[config.mk]
export PLATFORM = sky130hd
export DESIGN_NAME = dlmc_top
export DESIGN_NICKNAME = d
export VERILOG_FILES = /design/src/design/dlmc_pkg.sv /design/src/design/dlmc_line_if.sv /design/src/design/dlmc_line_drv.sv /design/src/design/dlmc_top.sv
export SDC_FILE = /design/constraint.sdc
export NUM_CORES = 1
export LEC_CHECK = 0
export BUFFER_PORTS_ARGS = -buffer_cell sky130_fd_sc_hd__buf_2
export CAP_MARGIN = 10
export CORE_MARGIN = 4
export CORE_UTILIZATION = 42
export CTS_CLUSTER_DIAMETER = 60
export DETAILED_ROUTE_END_ITERATION = 10
export GPL_TIMING_DRIVEN = 0
export PLACE_DENSITY = 0.85
export SLEW_MARGIN = 25
export SYNTH_ARGS = -nofsm -noshare
export SYNTH_HDL_FRONTEND = slang
export SYNTH_SLANG_ARGS = --single-unit
[constraint.sdc]
create_clock -name ref_clk_i -period 0.93 [get_ports ref_clk_i]
set_input_delay 0.093 -clock ref_clk_i [delete_from_list [all_inputs] [get_ports ref_clk_i]]
set_output_delay 0.093 -clock ref_clk_i [all_outputs]
set_load 0.01 [all_outputs]
[src/design/dlmc_pkg.sv]
// constants for the downstream line manual control block
// assumes an upstream register port that hands over a decoded pointer
package dlmc_pkg;
    // register selection and reset value
    localparam int unsigned PTR_W           = 3;
    localparam logic [2:0]  STATUS_PTR      = 3'h2;
    localparam logic [7:0]  STATUS_RST      = 8'h00;
    localparam logic [7:0]  RDATA_RST       = 8'h00;
    localparam logic [7:0]  UNMAPPED_RDATA  = 8'h00;
    // field positions inside the status register
    localparam int unsigned SDA_BIT         = 7;
    localparam int unsigned SCL_BIT         = 6;
    localparam int unsigned LOW_W           = 6;
    // line indices on the pin carrier
    localparam int unsigned NUM_LINES       = 2;
    localparam int unsigned LINE_SDA        = 0;
    localparam int unsigned LINE_SCL        = 1;
    // manual bit value after reset
    localparam logic        MAN_RST         = 1'b0;
endpackage

[src/design/dlmc_line_if.sv]
// carrier between the control logic and the downstream pin stage
// assumes both ends run on the same clock
`timescale 1ns/1ns
`default_nettype none
interface dlmc_line_if;
    logic [1:0] raw;        // pin levels as they arrive
    logic [1:0] level;      // synchronised pin levels
    logic [1:0] drive_low;  // request to pull a line low
    logic [1:0] oe;         // registered output enables
    modport drv (input raw, input drive_low, output level, output oe);
    modport ctl (output raw, output drive_low, input level, input oe);
endinterface
`default_nettype wire

[src/design/dlmc_line_drv.sv]
// pin stage: two-flop synchronisers and registered open-drain enables
// assumes the pins are asynchronous and pulled up outside the chip
`timescale 1ns/1ns
`default_nettype none
module dlmc_line_drv
(
    // clock and reset
    input  wire logic ref_clk_i,
    input  wire logic rst_i,
    // lines toward the control logic
    dlmc_line_if.drv  lines
);
    genvar g;
    generate
        for (g = 0; g < dlmc_pkg::NUM_LINES; g++)
        begin : g_line
            logic meta_r;
            logic sync_r;
            logic oe_r;
            logic meta_nxt;
            logic sync_nxt;
            logic oe_nxt;
            // first stage only feeds the second, nothing else looks at it
            always_comb
            begin
                meta_nxt = lines.raw[g];
                sync_nxt = meta_r;
                oe_nxt   = lines.drive_low[g];
            end
            // pins idle high, so the synchronisers reset to one
            always_ff @(posedge ref_clk_i or posedge rst_i)
            begin
                if (rst_i)
                begin
                    meta_r <= 1'b1;
                    sync_r <= 1'b1;
                    oe_r   <= 1'b0;
                end
                else
                begin
                    meta_r <= meta_nxt;
                    sync_r <= sync_nxt;
                    oe_r   <= oe_nxt;
                end
            end
            assign lines.level[g] = sync_r;
            assign lines.oe[g]    = oe_r;
        end
    endgenerate
endmodule // dlmc_line_drv
`default_nettype wire

[src/design/dlmc_top.sv]
// manual control of the downstream data and clock lines
// assumes a register port already decoded from the upstream serial slave,
// and ownership and connect bits supplied by the arbiter on the same clock
`timescale 1ns/1ns
`default_nettype none
// Contract
// - status at pointer 010b, resets to 00h
// - bit 7 reads downstream data level
// - writing 0 drives data line low
// - writing 1 releases data line
// - data bit acts only unconnected and granted
// - bit 6 reads downstream clock level
// - writing 0 drives clock line low
// - writing 1 releases clock line
// - clock bit acts only unconnected and granted
// - switch closes only when connect and owned
// - grant reads one only for owner
module dlmc_top
(
    // clock and reset
    input  wire logic       ref_clk_i,
    input  wire logic       rst_i,
    // register port from the upstream slave
    input  wire logic [2:0] reg_ptr_i,
    input  wire logic       reg_wr_i,
    input  wire logic [7:0] reg_wdata_i,
    input  wire logic       reg_rd_i,
    input  wire logic [5:0] other_status_i,
    output logic      [7:0] reg_rdata_o,
    // ownership from the arbiter
    input  wire logic       lock_grant_i,
    input  wire logic       bus_connect_i,
    output logic            lock_grant_o,
    output logic            switch_close_o,
    output logic            manual_active_o,
    // downstream open-drain lines
    input  wire logic       sda_i,
    output logic            sda_o,
    output logic            sda_oe_o,
    input  wire logic       scl_i,
    output logic            scl_o,
    output logic            scl_oe_o
);
    dlmc_line_if lines ();

    logic       man_sda_r;
    logic       man_scl_r;
    logic       man_sda_nxt;
    logic       man_scl_nxt;
    logic [7:0] rdata_r;
    logic [7:0] rdata_nxt;
    logic       manual_r;
    logic       manual_nxt;
    logic       switch_r;
    logic       switch_nxt;
    logic       grant_r;
    logic       grant_nxt;
    logic       manual_now;
    logic       status_sel;

    // pins into the synchronising stage
    assign lines.raw[dlmc_pkg::LINE_SDA] = sda_i;
    assign lines.raw[dlmc_pkg::LINE_SCL] = scl_i;

    dlmc_line_drv u_drv
    (
        .ref_clk_i (ref_clk_i),
        .rst_i     (rst_i),
        .lines     (lines)
    );

    assign status_sel = (reg_ptr_i == dlmc_pkg::STATUS_PTR);

    // manual only while open and owned
    // same gate for the clock line
    assign manual_now = lock_grant_i & ~bus_connect_i;

    // drive data low on a stored zero
    // stored one releases the data line
    // no drive request outside manual mode
    assign lines.drive_low[dlmc_pkg::LINE_SDA] = manual_now & ~man_sda_r;
    // drive clock low on a stored zero
    // stored one releases the clock line
    assign lines.drive_low[dlmc_pkg::LINE_SCL] = manual_now & ~man_scl_r;

    // manual bits: stored on any status write, even outside manual mode,
    // so software can preload a release before taking the lines over
    always_comb
    begin
        man_sda_nxt = man_sda_r;
        man_scl_nxt = man_scl_r;
        if (reg_wr_i && status_sel)
        begin
            man_sda_nxt = reg_wdata_i[dlmc_pkg::SDA_BIT];
            man_scl_nxt = reg_wdata_i[dlmc_pkg::SCL_BIT];
        end
    end

    always_ff @(posedge ref_clk_i or posedge rst_i)
    begin
        if (rst_i)
        begin
            man_sda_r <= dlmc_pkg::MAN_RST;
            man_scl_r <= dlmc_pkg::MAN_RST;
        end
        else
        begin
            man_sda_r <= man_sda_nxt;
            man_scl_r <= man_scl_nxt;
        end
    end

    // read data: captured on the edge that samples the strobe, held until next read
    always_comb
    begin
        rdata_nxt = rdata_r;
        if (reg_rd_i)
        begin
            if (status_sel)
            begin
                rdata_nxt = {lines.level[dlmc_pkg::LINE_SDA],
                             lines.level[dlmc_pkg::LINE_SCL],
                             other_status_i};
            end
            else
            begin
                rdata_nxt = dlmc_pkg::UNMAPPED_RDATA;
            end
        end
    end

    always_ff @(posedge ref_clk_i or posedge rst_i)
    begin
        if (rst_i)
            rdata_r <= dlmc_pkg::RDATA_RST;
        else
            rdata_r <= rdata_nxt;
    end

    // ownership derived outputs, registered to keep the pins glitch free
    always_comb
    begin
        switch_nxt = bus_connect_i & lock_grant_i;
        // grant shown only to the owner
        grant_nxt  = lock_grant_i;
        manual_nxt = manual_now;
    end

    always_ff @(posedge ref_clk_i or posedge rst_i)
    begin
        if (rst_i)
        begin
            switch_r <= 1'b0;
            grant_r  <= 1'b0;
            manual_r <= 1'b0;
        end
        else
        begin
            switch_r <= switch_nxt;
            grant_r  <= grant_nxt;
            manual_r <= manual_nxt;
        end
    end

    // output pins: open drain, the data level is always low
    assign reg_rdata_o     = rdata_r;
    assign switch_close_o  = switch_r;
    assign lock_grant_o    = grant_r;
    assign manual_active_o = manual_r;
    assign sda_o           = 1'b0;
    assign scl_o           = 1'b0;
    assign sda_oe_o        = lines.oe[dlmc_pkg::LINE_SDA];
    assign scl_oe_o        = lines.oe[dlmc_pkg::LINE_SCL];
endmodule // dlmc_top
`default_nettype wire

==> results_dict.tcl <==
set metrics [dict create \
    cts.sinks 19 \
    die_w_um 50.4 \
    swShare_pct 23.5 \
    drtPass1Iterations 3 \
    routabilityCongestion 0.671 \
    cts_root_buf "clkbuf_4" \
    path_buf_inv 1 \
    dp_worst_setup_slack_ps -37.0 \
    fin_crit_sh_pct 97.7 \
    yosysMostFrequentCell "dfrtp_1" \
    area_delta_synth_final_pct 36.7 \
    tightest_slew_ps 691 \
    n_antenna_cell 0 \
    synth_top_area_share_pct 49.8 \
    critPathArrivalTime_ps 820 \
    synthTopCellsByArea "dfrtp_1 (50%), dfstp_2 (14%), o22ai_2 (13%)" \
    fin_util_pct 60.3 \
    slowest_delay_ps 390 \
    grt_usage_pct 12.3 \
    p_per_area_mw_per_mm2 1480 \
    io_buffers 30 \
    syn_area_um2 753 \
    rsz0062_at_grt "true" \
    drive_above_1_share_pct 55.0 \
    whs_ps -105 \
    yosys_warnings 0 \
    clkPwrFrac_pct 26.2 \
    holdBufCountCts 3 \
    met3WireLength_um 91 \
    cts_tree "yes" \
    synth_ff_type "dfrtp_1" \
    status "complete, but fails checks" \
    fin_ws_ps 21.2 \
    path_class "register to primary output" \
    cap_violations 0 \
    core_area_mm2 0.00171 \
    cp-end-kind "primary output" \
    final_nets 126 \
    wl_per_cell_um 11.3 \
    ys_types 15 \
    skew_ps 0.332 \
    netlist_top_cells_count "dfrtp_1 (15), inv_1 (10), nand2_1 (8), o22ai_2 (8), dfstp_2 (4)" \
    ant_nets 0 \
    tns_ps 0 \
    ys_seq_elements 19 \
    p_int_uw 1170 \
    synthCells 59 \
    initial_core_util_pct 44.1 \
    yosys.area.top_type "dfrtp_1" \
    final-max-slew-violation-count 0 \
    grt_pass1_wl_um 2440 \
    switching_power_uw 359 \
    vias_per_cell 4.38 \
    drc 0 \
    ir_drop_v 0.000972 \
    synthArstFlopShare_pct 100 \
    ff2ff_setup_slack_ps 160 \
    antenna_found_initial 0 \
    multiInputGateArea_um2 201 \
    cts_buffer_depth 2 \
    crit_required_ps 840 \
    die_area_mm2 0.00254 \
    clk_pin_slew_ps 100 \
    crit_family "flip-flops" \
    die_h_um 50.4 \
    cp-start-kind "register" \
    htree_num_levels 1 \
    synth_edf_count 0 \
    vias 547 \
    cts_buffers 3 \
    io_pins 40 \
    dr_wl_met2_um 775 \
    violations "negative hold slack" \
    path_max_fanout 2 \
    crit_chain "buf_2" \
    seqPwrFrac_pct 59.6 \
    routedLengthMet1_um 542 \
    p_leak_uw 0.000531 \
    grt_max_degree 20 \
    hold_class "input pin to async pin" \
    num_rows 15 \
    synth_area_per_cell_um2 12.8 \
    ys_seq_area_share_pct 63.8 \
    grt_overflow 0 \
    regArea_um2 480 \
    grt_pass1_vias 568 \
    critical-path-slowest-cell "dfrtp_1" \
    hold_violations 15 \
    wirelength_um 1410 \
    clk_latency_ps 280 \
    fin_crit_ps 909 \
    fmax_mhz 1100 \
    p_comb_share_pct 14.3 \
    finalSetupViolations 0 \
    fillers 148 \
    top_layer_used "met3" \
    drtIter0Drc 1 \
    slew_headroom_pct 53.9 \
]
[path summary, 6_finish.rpt]
check / start / endpoint / cells after the start
min: rst_i / u_drv.g_line[0].oe_r$_DFF_PP0_ / 2
max reg2reg: man_scl_r$_DFFE_PP0P_ / man_scl_r$_DFFE_PP0P_ / 1
min reg2reg: u_drv.g_line[0].meta_r$_DFF_PP1_ / u_drv.g_line[0].sync_r$_DFF_PP1_ / 0
min in group ref_clk_i: reg_wdata_i[7] / man_sda_r$_DFFE_PP0P_ / 2
max in group asynchronous: rst_i / reg_rdata_o[5]$_DFFE_PP0P_ / 2
max: reg_rdata_o[4]$_DFFE_PP0P_ / reg_rdata_o[4] / 1
[registers in the layout, indices dropped and copies added, names as in the netlist]
name and flops:
lock_grant_o 1, man_scl_r 1, man_sda_r 1, manual_active_o 1, reg_rdata_o 8, switch_close_o 1, u_drv.g_line.meta_r 2, u_drv.g_line.oe_r 2
u_drv.g_line.sync_r 2
[power by group through the flow]
| stage | logic [uW] | registers, uW | clock network (uW) |
|---|---|---|---|
| after floorplan | 105 | 934 | 0 |
| after global placement | 192 | 920 | 0 |
| after detailed placement | 200 | 924 | 0 |
| after CTS | 210 | 909 | 412 |
| after global routing | 246 | 917 | 447 |
| final | 218 | 909 | 399 |
[through the flow]
stage | hold slack [ps] | cell area, um^2 | cells | power [uW]
3_5_place_dp | 201 | 938 | 115 | 1120
2_1_floorplan | 41.2 | 757 | 60 | 1040
5_1_grt | -64.1 | 1030 | 125 | 1610
4_1_cts | -72.3 | 995 | 122 | 1530
3_3_place_gp | 199 | 938 | 115 | 1110
6_report | -105 | 1030 | 125 | 1530
[timing repair]
action | in CTS | in global routing
hold endpoints to repair | 18 | 15
buffers inserted | 0 | 3
setup endpoints to repair | 0 | 10
gates resized for setup | 0 | 2
[routing by layer]
layer  global-route usage [%]  up-vias
met3                     2.08        0
met4                     2.69        0
met1                     15.5      261
met2                     22.0       21
met5                        0        -
li1                         -      265
[cells in the final DEF, fill, tap and decap left out, types with 2 or more instances in the layout]
cell,count
buf_2,28
buf_4,6
buf_6,3
clkbuf_1,2
clkbuf_4,3
conb_1,2
dfrtp_1,15
dfstp_2,4
dlygate4sd3_1,3
inv_1,10
mux2_2,2
nand2_1,8
nor2_1,2
o22ai_2,8
[layout make-up]
| cell class | count | area share, % |
|---|---|---|
| sequential | 19 | 46.7 |
| timing repair buffer | 36 | 20.9 |
| multi-input combinational | 26 | 19.6 |
| buffer | 5 | 3.65 |
| inverter | 10 | 3.65 |
| tap | 25 | 3.04 |
| clock buffer | 4 | 2.55 |
[cells by family after synthesis]
kind of cell	count (synthesis)	synth area share, %
AOI/OAI and AO/OA	8	13.3
buffers and inverters	15	9.97
DFF	19	63.8
muxes	2	2.99
other	1	0.498
and+or+nand+nor	14	9.47
No activity file was read; power rests on OpenSTA's default activity.
